$ cat src/cbc_pkg.sv
// Package for the cell balancing controller.
// Holds offsets, fields, resets and timing counts.
package cbc_pkg;

    // ------------------------------------------------------------------
    // Register offsets on the plain register port
    // ------------------------------------------------------------------
    localparam logic [7:0] ADDR_CTRL_ONE   = 8'h00; // Duty setting.
    localparam logic [7:0] ADDR_CTRL_TWO   = 8'h01; // Go, auto, pause, abort, action.
    localparam logic [7:0] ADDR_DEVICE_CONFIGURATION   = 8'h02; // Neighbour forbid bit.
    localparam logic [7:0] ADDR_THERM_CONF = 8'h03; // Thermistor threshold and cool-off.
    localparam logic [7:0] ADDR_STOP_VOLT  = 8'h04; // Stop-voltage threshold.
    localparam logic [7:0] ADDR_STATE      = 8'h05; // Balancing state, read only.
    localparam logic [7:0] ADDR_TIMER_BASE = 8'h10; // First channel timer setting.

    // ------------------------------------------------------------------
    // Field positions
    // ------------------------------------------------------------------
    localparam int CT2_GO      = 0; // Start command, self clearing.
    localparam int CT2_AUTO    = 1; // Automatic control select.
    localparam int CT2_PAUSE   = 2; // Host pause bit.
    localparam int CT2_FLTEN   = 3; // Fault abort enable.
    localparam int CT2_THEN    = 4; // Thermistor pause enable.
    localparam int CT2_ACT_LO  = 5; // Completion action, two bits.
    localparam int ST_RUN      = 0; // Balancing running.
    localparam int ST_DONE     = 1; // All channels finished.
    localparam int ST_BADCFG   = 2; // Bad configuration.
    localparam int ST_PAUSED   = 3; // Paused.
    localparam int ST_THERMAL  = 4; // Thermal pause seen.
    localparam int ST_ABORT    = 5; // Fault abort.

    // ------------------------------------------------------------------
    // Reset values and constants
    // ------------------------------------------------------------------
    localparam logic [7:0] RST_CTRL   = 8'h00;   // All control clear after reset.
    localparam logic [1:0] ACT_SHUTDN = 2'h2;    // Completion action code for shutdown.
    localparam int         MAX_ON     = 8;       // Most switches allowed in manual control.

    // ------------------------------------------------------------------
    // Timing: one timer tick and one duty slot, derived from ref_clk.
    // ------------------------------------------------------------------
    localparam int CLK_MHZ      = 250; // Clock rate.
    localparam int TICK_US      = 1000; // Timer tick length.
    localparam int TICK_CYC     = TICK_US * CLK_MHZ; // Cycles per tick.
    localparam int SLOT_US      = 100; // Duty slot length.
    localparam int SLOT_CYC     = SLOT_US * CLK_MHZ; // Cycles per duty slot.

endpackage : cbc_pkg

$ cat src/cbc_controller.sv
// Cell balancing controller: switch control, configuration check, pause
// and resume, per-channel stop, abort and completion action.
// Assumes protector comparator results are synchronous.
//
// Overview of operation
// Manual: go turns on all non-zero timers.
// Host keeps manual switches at eight or fewer.
// Bad manual setup refuses start, sets flag.
// Auto single-parity: no alternation, duty ignored.
// Die over warning pauses, sets both flags.
// Die pause resumes below limit minus hysteresis.
// Thermistor over threshold pauses when enabled.
// Thermistor resumes below threshold plus cool-off.
// Pause freezes timers and settings.
// Host orders thermistor setup before go.
// Thermistor thresholds latch at protector restart.
// Channel stops on timer or low voltage.
// Host orders voltage-stop setup before go.
// Stop threshold latches at protector restart.
// Enabled unmasked fault aborts, sets flag.
// Balancing continues in sleep mode.
// Completion drives chosen power action.
// Host pause bit pauses anytime.
// Any pause turns switches off, sets flag.
// Fault during pause never aborts.
// Resume: only non-zero timers balance.
// Auto alternates odd and even groups.
// Per-channel timer expiry stops channel.
// Done only when all channels stopped.
// Paused flag clears on resume.
`timescale 1ns/10ps

module cbc_controller #(
    parameter int NCH      = 16,                  // Number of channels.
    parameter int TW       = 8,                   // Timer setting width.
    parameter int TICK_CYC = cbc_pkg::TICK_CYC,   // Cycles per timer tick.
    parameter int SLOT_CYC = cbc_pkg::SLOT_CYC    // Cycles per duty slot.
) (
    input  wire logic           ref_clk,          // Clock.
    input  wire logic           rst,              // Asynchronous reset, active high.
    input  wire logic [7:0]     reg_addr,         // Register address.
    input  wire logic [7:0]     reg_wdata,        // Write data.
    input  wire logic           reg_wr,           // Write strobe.
    input  wire logic           reg_rd,           // Read strobe.
    output logic      [7:0]     reg_rdata,        // Read data, one cycle later.
    input  wire logic [NCH-1:0] die_hot,          // Sensor above warning limit.
    input  wire logic [NCH-1:0] die_cool,         // Sensor below limit minus hysteresis.
    input  wire logic           therm_hot,        // Any thermistor above pause threshold.
    input  wire logic           therm_cool,       // All thermistors below recovery level.
    input  wire logic [NCH-1:0] cell_low,         // Channel below stop-voltage threshold.
    input  wire logic           fault_unmasked,   // Unmasked fault detected.
    input  wire logic           sleep_mode,       // Device in sleep mode.
    output logic      [NCH-1:0] balancing_switch, // Switch drive per channel.
    output logic                die_sense_en,     // Die sensors enabled.
    output logic      [3:0]     thermistor_pause_threshold, // To OT protector.
    output logic      [2:0]     cool_off_hysteresis,        // To OT protector.
    output logic      [7:0]     stop_voltage_threshold,     // To UV protector.
    output logic      [1:0]     power_action,     // Requested power mode.
    output logic                power_action_req  // Pulse on completion.
);

    // ------------------------------------------------------------------
    // Registers
    // ------------------------------------------------------------------
    logic [2:0]    odd_even_duty_q;               // Duty setting.
    logic          automatic_control_select_q;    // Auto control.
    logic          host_pause_bit_q;              // Host pause.
    logic          fault_abort_enable_q;          // Fault abort option.
    logic          thermistor_pause_enable_q;     // Thermistor pause option.
    logic [1:0]    completion_power_action_q;     // Completion action.
    logic          forbid_neighbour_switches_q;   // No-adjacent bit.

    logic [7:0]    therm_conf_q;                  // Threshold and cool-off.
    logic [7:0]    stop_volt_q;                   // Stop-voltage threshold.

    logic [TW-1:0] timer_set_q [NCH];             // Per-channel settings.
    logic [TW-1:0] timer_q     [NCH];             // Running countdowns.
    logic [NCH-1:0] chan_stop_q;                  // Channel stopped by voltage.

    logic          run_q;                         // Balancing running.
    logic          all_channels_finished_q;       // Completion flag.
    logic          bad_config_flag_q;             // Bad setup flag.
    logic          paused_flag_q;                 // Paused flag.
    logic          thermal_pause_flag_q;          // Thermal pause flag.
    logic          fault_abort_flag_q;            // Abort flag.

    logic          die_pause_q;                   // Die pause held.
    logic          therm_pause_q;                 // Thermistor pause held.

    logic          phase_q;                       // Zero for odd group.
    logic [31:0]   slot_cnt_q;                    // Duty slot counter.
    logic [31:0]   tick_cnt_q;                    // Timer tick counter.
    logic [7:0]    reg_rdata_q;                   // Read data register.

    // ------------------------------------------------------------------
    // Decode
    // ------------------------------------------------------------------
    wire go_wr    = reg_wr && reg_addr == cbc_pkg::ADDR_CTRL_TWO
                    && reg_wdata[cbc_pkg::CT2_GO];           // Go command.
    wire paused   = die_pause_q || therm_pause_q || host_pause_bit_q; // Any cause.
    wire tick     = tick_cnt_q == 32'(TICK_CYC - 1);       // Timer tick.
    wire slot_end = slot_cnt_q == 32'(SLOT_CYC - 1);       // Duty slot end.

    // Per-channel enable and neighbour checks.
    logic [NCH-1:0] nz;                // Setting non-zero.
    logic [NCH-1:0] live;              // Channel still balancing.
    logic [NCH-1:0] adj2;              // Channel and next both enabled.
    logic [NCH-1:0] adj3;              // Three consecutive enabled.
    genvar g;
    generate
        for (g = 0; g < NCH; g++) begin : g_ch
            assign nz[g]   = timer_set_q[g] != '0;
            assign live[g] = timer_q[g] != '0 && !chan_stop_q[g]; // see
            if (g + 1 < NCH) begin : g_a2
                assign adj2[g] = nz[g] && nz[g+1];
            end else begin : g_n2
                assign adj2[g] = 1'b0;
            end
            if (g + 2 < NCH) begin : g_a3
                assign adj3[g] = nz[g] && nz[g+1] && nz[g+2];
            end else begin : g_n3
                assign adj3[g] = 1'b0;
            end
        end
    endgenerate

    // Population count of enabled channels.
    logic [5:0] n_on;                  // Enabled count.
    always_comb begin
        n_on = '0;
        for (int i = 0; i < NCH; i++) begin
            n_on = n_on + 6'(nz[i]);
        end
    end

    // Manual setups that must be refused at go.
    wire bad_cfg = !automatic_control_select_q &&
                   (n_on > 6'(cbc_pkg::MAX_ON) ||
                    (forbid_neighbour_switches_q && |adj2) ||
                    (!forbid_neighbour_switches_q && |adj3));

    // Odd and even masks; channel 1 sits at bit 0 and is odd.
    logic [NCH-1:0] odd_mask;          // Odd-numbered channels.
    always_comb begin
        for (int i = 0; i < NCH; i++) begin
            odd_mask[i] = (i % 2) == 0;
        end
    end
    wire has_odd  = |(live & odd_mask);                   // Odd channels active.
    wire has_even = |(live & ~odd_mask);                  // Even channels active.
    wire alt      = automatic_control_select_q && has_odd && has_even;
    wire [NCH-1:0] grp = alt ? (phase_q ? ~odd_mask : odd_mask)
                             : {NCH{1'b1}};               // see

    // Duty: odd group holds duty+1 slots of eight, even the rest.
    wire [3:0] odd_slots = {1'b0, odd_even_duty_q} + 4'h1;
    logic [2:0] slot_idx_q;            // Slot within an eight-slot frame.

    // Switches off while paused or stopped, otherwise by group.
    wire sw_next_on = run_q && !paused;
    wire all_done   = run_q && live == '0;

    // ------------------------------------------------------------------
    // Register writes from software
    // ------------------------------------------------------------------
    always_ff @(posedge ref_clk or posedge rst) begin
        if (rst) begin
            odd_even_duty_q             <= '0;
            automatic_control_select_q  <= 1'b0;
            host_pause_bit_q            <= 1'b0;
            fault_abort_enable_q        <= 1'b0;
            thermistor_pause_enable_q   <= 1'b0;
            completion_power_action_q   <= '0;
            forbid_neighbour_switches_q <= 1'b0;
            therm_conf_q                <= cbc_pkg::RST_CTRL;
            stop_volt_q                 <= cbc_pkg::RST_CTRL;
            for (int i = 0; i < NCH; i++) begin
                timer_set_q[i] <= '0;
            end
        end else if (reg_wr) begin
            case (reg_addr)
                cbc_pkg::ADDR_CTRL_ONE: begin
                    odd_even_duty_q <= reg_wdata[2:0];
                end
                cbc_pkg::ADDR_CTRL_TWO: begin
                    automatic_control_select_q <= reg_wdata[cbc_pkg::CT2_AUTO];
                    host_pause_bit_q           <= reg_wdata[cbc_pkg::CT2_PAUSE];
                    fault_abort_enable_q       <= reg_wdata[cbc_pkg::CT2_FLTEN];
                    thermistor_pause_enable_q  <= reg_wdata[cbc_pkg::CT2_THEN];
                    completion_power_action_q  <= reg_wdata[cbc_pkg::CT2_ACT_LO +: 2];
                end
                cbc_pkg::ADDR_DEVICE_CONFIGURATION: begin
                    forbid_neighbour_switches_q <= reg_wdata[0];
                end
                cbc_pkg::ADDR_THERM_CONF: begin
                    therm_conf_q <= reg_wdata;  // Protector latches it on restart, see
                end
                cbc_pkg::ADDR_STOP_VOLT: begin
                    stop_volt_q <= reg_wdata;   // Protector latches it on restart, see
                end
                default: begin
                    for (int i = 0; i < NCH; i++) begin
                        if (reg_addr == cbc_pkg::ADDR_TIMER_BASE + 8'(i)) begin
                            timer_set_q[i] <= reg_wdata[TW-1:0];
                        end
                    end
                end
            endcase
        end
    end

    // ------------------------------------------------------------------
    // Run control, pause causes and flags
    // ------------------------------------------------------------------
    // Sleep mode is ignored: balancing runs on alone.

    always_ff @(posedge ref_clk or posedge rst) begin
        if (rst) begin
            run_q                   <= 1'b0;
            all_channels_finished_q <= 1'b0;
            bad_config_flag_q       <= 1'b0;
            paused_flag_q           <= 1'b0;
            thermal_pause_flag_q    <= 1'b0;
            fault_abort_flag_q      <= 1'b0;
            die_pause_q             <= 1'b0;
            therm_pause_q           <= 1'b0;
            power_action_req        <= 1'b0;
        end else begin
            power_action_req <= 1'b0;
            if (go_wr) begin
                bad_config_flag_q       <= bad_cfg;
                all_channels_finished_q <= 1'b0;
                fault_abort_flag_q      <= 1'b0;
                thermal_pause_flag_q    <= 1'b0;
                run_q <= !bad_cfg && |nz;
            end else if (run_q) begin
                // Die sensors over the warning limit, held until all cool.
                if (|die_hot) begin
                    die_pause_q <= 1'b1;
                end else if (&die_cool) begin
                    die_pause_q <= 1'b0;
                end

                if (thermistor_pause_enable_q && therm_hot) begin
                    therm_pause_q <= 1'b1;
                end else if (therm_cool || !thermistor_pause_enable_q) begin
                    therm_pause_q <= 1'b0;
                end

                if (|die_hot || (thermistor_pause_enable_q && therm_hot)) begin
                    thermal_pause_flag_q <= 1'b1;
                end

                paused_flag_q <= paused;          // see

                if (fault_abort_enable_q && fault_unmasked && !paused) begin
                    run_q              <= 1'b0;   // see
                    fault_abort_flag_q <= 1'b1;
                end else if (all_done) begin
                    run_q                   <= 1'b0;
                    all_channels_finished_q <= 1'b1;
                    power_action_req        <= 1'b1;
                end
            end else begin
                die_pause_q   <= 1'b0;
                therm_pause_q <= 1'b0;
                paused_flag_q <= 1'b0;
            end
        end
    end

    // ------------------------------------------------------------------
    // Channel timers: load on go, count per tick, freeze in pause.
    // ------------------------------------------------------------------
    always_ff @(posedge ref_clk or posedge rst) begin
        if (rst) begin
            tick_cnt_q  <= '0;
            chan_stop_q <= '0;
            for (int i = 0; i < NCH; i++) begin
                timer_q[i] <= '0;
            end
        end else if (go_wr) begin
            tick_cnt_q  <= '0;
            chan_stop_q <= '0;
            for (int i = 0; i < NCH; i++) begin
                timer_q[i] <= timer_set_q[i];
            end
        end else if (run_q && !paused) begin      // see
            tick_cnt_q <= tick ? '0 : tick_cnt_q + 32'h1;

            for (int i = 0; i < NCH; i++) begin
                if (stop_volt_q != '0 && cell_low[i]) begin
                    chan_stop_q[i] <= 1'b1;
                end

                if (tick && timer_q[i] != '0) begin
                    timer_q[i] <= timer_q[i] - TW'(1);
                end
            end
        end
    end

    // ------------------------------------------------------------------
    // Odd and even alternation, frozen while paused.
    // ------------------------------------------------------------------
    always_ff @(posedge ref_clk or posedge rst) begin
        if (rst) begin
            slot_cnt_q <= '0;
            slot_idx_q <= '0;
            phase_q    <= 1'b0;
        end else if (go_wr) begin
            slot_cnt_q <= '0;
            slot_idx_q <= '0;
            phase_q    <= 1'b0;
        end else if (run_q && !paused && slot_end) begin
            slot_cnt_q <= '0;
            slot_idx_q <= slot_idx_q + 3'h1;
            phase_q    <= {1'b0, slot_idx_q + 3'h1} >= odd_slots;
        end else if (run_q && !paused) begin
            slot_cnt_q <= slot_cnt_q + 32'h1;
        end
    end

    // ------------------------------------------------------------------
    // Outputs and read path
    // ------------------------------------------------------------------
    always_ff @(posedge ref_clk or posedge rst) begin
        if (rst) begin
            balancing_switch <= '0;
            power_action     <= '0;
            reg_rdata_q      <= '0;
        end else begin
            balancing_switch <= sw_next_on ? (live & grp) : '0; // see
            if (all_done) begin
                power_action <= completion_power_action_q;
            end
            reg_rdata_q <= '0;
            if (reg_rd) begin
                case (reg_addr)
                    cbc_pkg::ADDR_CTRL_ONE:   reg_rdata_q <= {5'h00, odd_even_duty_q};
                    cbc_pkg::ADDR_CTRL_TWO:   reg_rdata_q <= {1'b0, completion_power_action_q,
                                                thermistor_pause_enable_q, fault_abort_enable_q,
                                                host_pause_bit_q, automatic_control_select_q,
                                                1'b0};
                    cbc_pkg::ADDR_DEVICE_CONFIGURATION:   reg_rdata_q <= {7'h00, forbid_neighbour_switches_q};
                    cbc_pkg::ADDR_THERM_CONF: reg_rdata_q <= therm_conf_q;
                    cbc_pkg::ADDR_STOP_VOLT:  reg_rdata_q <= stop_volt_q;
                    cbc_pkg::ADDR_STATE:      reg_rdata_q <= {2'h0, fault_abort_flag_q,
                                                thermal_pause_flag_q, paused_flag_q,
                                                bad_config_flag_q, all_channels_finished_q,
                                                run_q};
                    default: begin
                        for (int i = 0; i < NCH; i++) begin
                            if (reg_addr == cbc_pkg::ADDR_TIMER_BASE + 8'(i)) begin
                                reg_rdata_q <= 8'(timer_set_q[i]);
                            end
                        end
                    end
                endcase
            end
        end
    end

    assign reg_rdata                  = reg_rdata_q;

    assign die_sense_en               = run_q;   // Sensors on from go, see
    assign thermistor_pause_threshold = therm_conf_q[3:0];
    assign cool_off_hysteresis        = therm_conf_q[6:4];
    assign stop_voltage_threshold     = stop_volt_q;

endmodule : cbc_controller

$ cat config.mk
export PLATFORM = sky130hd
export DESIGN_NAME = cbc_controller
export DESIGN_NICKNAME = d
export VERILOG_FILES = /design/src/cbc_pkg.sv /design/src/cbc_controller.sv
export SDC_FILE = /design/constraint.sdc
export NUM_CORES = 1
export LEC_CHECK = 0
export ABC_AREA = 1
export BUFFER_PORTS_ARGS = -buffer_cell sky130_fd_sc_hd__buf_4
export CORE_MARGIN = 2
export CORE_UTILIZATION = 64
export CTS_BUF_LIST = sky130_fd_sc_hd__clkbuf_2 sky130_fd_sc_hd__clkbuf_4 sky130_fd_sc_hd__clkbuf_8
export DETAILED_ROUTE_END_ITERATION = 16
export PLACE_DENSITY = 0.81
export SLEW_MARGIN = 25
export SYNTH_ARGS = -nofsm -noshare
export SYNTH_HDL_FRONTEND = slang
export SYNTH_SLANG_ARGS = --single-unit
$ cat constraint.sdc
create_clock -name ref_clk -period 14.7 [get_ports ref_clk]
set_input_delay 0.735 -clock ref_clk [delete_from_list [all_inputs] [get_ports ref_clk]]
set_output_delay 0.735 -clock ref_clk [all_outputs]
set_load 0.02 [all_outputs]
==> reports/metrics.cfg <==
[power_and_ir_drop]
peakVddDrop_v = 0.0000978
p_leak_nw = 12.3
power_density_nw_per_um2 = 106

[worst_setup_path]
worstPathRequired_ps = 15210
start_kind = flop
setup.worst_path.end_class = flop
crit_path_max_fanout = 3
crit_family = adder cells
crit_arrival_ps = 5290
slowest_delay_ps = 570
r2r_slack_ps = 9920
crit_type = flop to flop
crit_chain = inv_1 -> nand2_1 -> nor4_1 -> inv_1 -> fa_1 -> fa_1 -> fa_1 -> fa_1 -> ha_1 -> inv_1 -> fa_1 -> xnor2_1 -> nor3_1 -> o21ai_0 -> inv_1 -> nand2_1 -> nand2_1 -> nand3_1 -> nand2_1
cp_slowest_cell = fa_1
cpMostUsedCell = fa_1
path_buf_inv = 4

[yosys]
yosys-top-cells-count = nand2_1 (723), dfrtp_1 (401), inv_1 (358)
synthDistinctLibCells = 54
synth.yosys.seq_area_share_pct = 43.7
synthMostInstantiatedCell = nand2_1
async_flop_share_pct = 100
ys_top_cells_by_area = dfrtp_1 (44%), nand2_1 (12%), o21ai_0 (7.5%)
synth_fp_nets = 3140
yosysWarningCount = 0
synth_cells = 3012
syn_avg_cell_area_um2 = 7.62
syn_area_um2 = 22900
synth_top_area_share_pct = 43.7
synth_enable_flop_cells = 0
synth_area_leader_cell = dfrtp_1
ys_seq_elements = 401
synthFlopType = dfrtp_1

[placed_design]
dpl_worst_slack_ps = 9840
place_area_um2 = 23900
io_buffers = 113
gp_congestion = 1.06
place_hpwl_um = 44000

[drt]
wl_um = 64100
ant_nets = 0
firstDrtPassIters = 7
vias = 21400
drc = 0
drt_iter0_drc = 2207
wl_per_cell_um = 17.7
vias_per_cell = 5.92
met3WireLength_um = 5560
met2WireLength_um = 29200
routed.top_layer = met4
drt-met1-wl_um = 27200

[finish]
fin_area_um2 = 25500
nNetsFinal = 3227
syn2layout_area_growth_pct = 11.1
utilization_pct = 72.0
antenna_cells = 0
n_fill_cell = 2835
drive_gt1_share_pct = 9.84

[global_route]
grt_pass1_wl_um = 105000
grt_pass1_vias = 20500
grt_max_degree = 189
grt_usage_pct = 34.4
grt_overflow = 0
grt_antenna_before_repair = 1

[timing]
holdWs_ps = 162
tightest_slew_ps = 1150
setup_viol = 0
setup_tns_ps = 0
fmax_ghz = 0.209
fin_ws_ps = 9920
hold_violations = 0
rsz0062_at_grt = no
maxSlewViolCount = 0
clock_skew_ps = 23.4
min_period_ps = 4780
maxSlewHeadroom_pct = 22.9
timing.final.crit_share_pct = 32.5

[clocking]
cts.sink_count = 401
worst_skew_pair.late_latency_ps = 630
post_cts_buffers = 0
h-tree-depth = 3
ctsResizeCount = 0
clockBufferDepth = 3
clkTransAtPathRegs_ps = 60
tritoncts.num_buffers = 71
cts_tree = yes
cts-root-buf = clkbuf_8
postCtsHoldBufs = 0

[floorplanning]
initial_utilization_pct = 64.8
io_pins = 115
core-area_um2 = 35400
die_w_um = 193
design.die.area_um2 = 37400
die_height_um = 193
row_count = 69

[flow_run]
maxCapViolCount = 0

[run_status]
status = complete, no violations

[worst_hold_path]
hold_class = input port to async pin

## power breakdown
part	switching, W	leakage [nW]	total, W	internal [W]
clock	0.000475	0.822	0.00112	0.000649
sequential	0.0000328	5.07	0.00117	0.00113
combinational	0.000252	6.41	0.000419	0.000167
## placed cells by master, fill, tap and decap left out, types with 10 or more instances in the layout
| cell | netlist | layout |
|---|---|---|
| a21oi_1 | 156 | 156 |
| a31oi_1 | 20 | 20 |
| buf_4 | 11 | 125 |
| clkbuf_4 | 0 | 16 |
| clkbuf_8 | 0 | 91 |
| clkinv_2 | 0 | 12 |
| dfrtp_1 | 401 | 401 |
| fa_1 | 10 | 10 |
| ha_1 | 46 | 46 |
| inv_1 | 358 | 356 |
| mux2i_1 | 31 | 31 |
| nand2_1 | 723 | 723 |
| nand2_2 | 12 | 11 |
| nand3_1 | 132 | 132 |
| nand4_1 | 78 | 78 |
| nor2_1 | 259 | 257 |
| nor3_1 | 59 | 59 |
| nor4_1 | 46 | 45 |
| o21ai_0 | 343 | 343 |
| o21ai_1 | 21 | 21 |
| o21ai_2 | 10 | 10 |
| o31ai_1 | 23 | 23 |
| or2_2 | 13 | 13 |
| xnor2_1 | 19 | 19 |
| xor2_1 | 59 | 59 |
## kinds of logic after synthesis
kind of cell / Yosys count / synth area share (%)
simple gates: 1338 / 24.9
flops: 401 / 43.7
fa+ha+maj: 56 / 3.38
xor+xnor: 78 / 2.98
compound gates: 627 / 14.9
buf+inv: 479 / 8.64
mux: 33 / 1.45
## metrics by stage
step / power (W) / std cells
final: 0.00271 / 3612
after global routing: 0.00284 / 3612
after CTS: 0.00272 / 3611
after detailed placement: 0.00160 / 3486
after global placement: 0.00159 / 3486
after floorplan: 0.00148 / 3012
## area by class of cell
cell class                 instances  area (um^2)  area share (%)
clock buffer                     107         1370            5.39
tap                              461          577            2.26
timing repair buffer             127          986            3.87
multi-input combinational       2132        11000            43.0
inverter                         366         1390            5.45
clock inverter                    18          174           0.682
sequential                       401        10000            39.4
## worst reg2reg max path, stage by stage, from the launching register on
cell	delay, ps
dfrtp_1	410
inv_1	110
nand2_1	70
nor4_1	450
inv_1	180
fa_1	560
fa_1	440
fa_1	520
fa_1	570
ha_1	170
inv_1	50
fa_1	410
xnor2_1	180
nor3_1	60
o21ai_0	180
inv_1	60
nand2_1	60
nand2_1	60
nand3_1	80
nand2_1	70
## state kept, by name, indices dropped and copies added, names as in the netlist, 2 cells and up
register / flops
odd_even_duty_q: 3
tick_cnt_q: 32
timer_q: 128
slot_idx_q: 3
completion_power_action_q: 2
timer_set_q: 128
therm_conf_q: 8
balancing_switch: 16
chan_stop_q: 16
stop_voltage_threshold: 8
power_action: 2
reg_rdata: 8
slot_cnt_q: 32
## layer usage
layer / GRT usage [%] / vias to the layer above
li1: - / 10100
met1: 48.3 / 10100
met2: 53.7 / 1021
met3: 5.68 / 146
met4: 14.0 / 0
met5: 0 / -
## path summary, 6_finish.rpt
check / from / endpoint / cells after the start
worst max register to register: timer_set_q[69]$_DFFE_PP0P_ / die_sense_en$_DFF_PP0_ / 19
worst min-delay path: rst / chan_stop_q[4]$_DFFE_PP0P_ / 2
worst min register to register: chan_stop_q[2]$_DFFE_PP0P_ / balancing_switch[2]$_DFF_PP0_ / 1
min in group ref_clk: reg_wdata[4] / thermistor_pause_enable_q$_DFFE_PP0P_ / 3
max in group asynchronous: rst / timer_q[28]$_DFFE_PP0P_ / 3
worst max-delay path: timer_set_q[69]$_DFFE_PP0P_ / die_sense_en$_DFF_PP0_ / 19
Note: power is estimated with default switching activity, not from simulation.
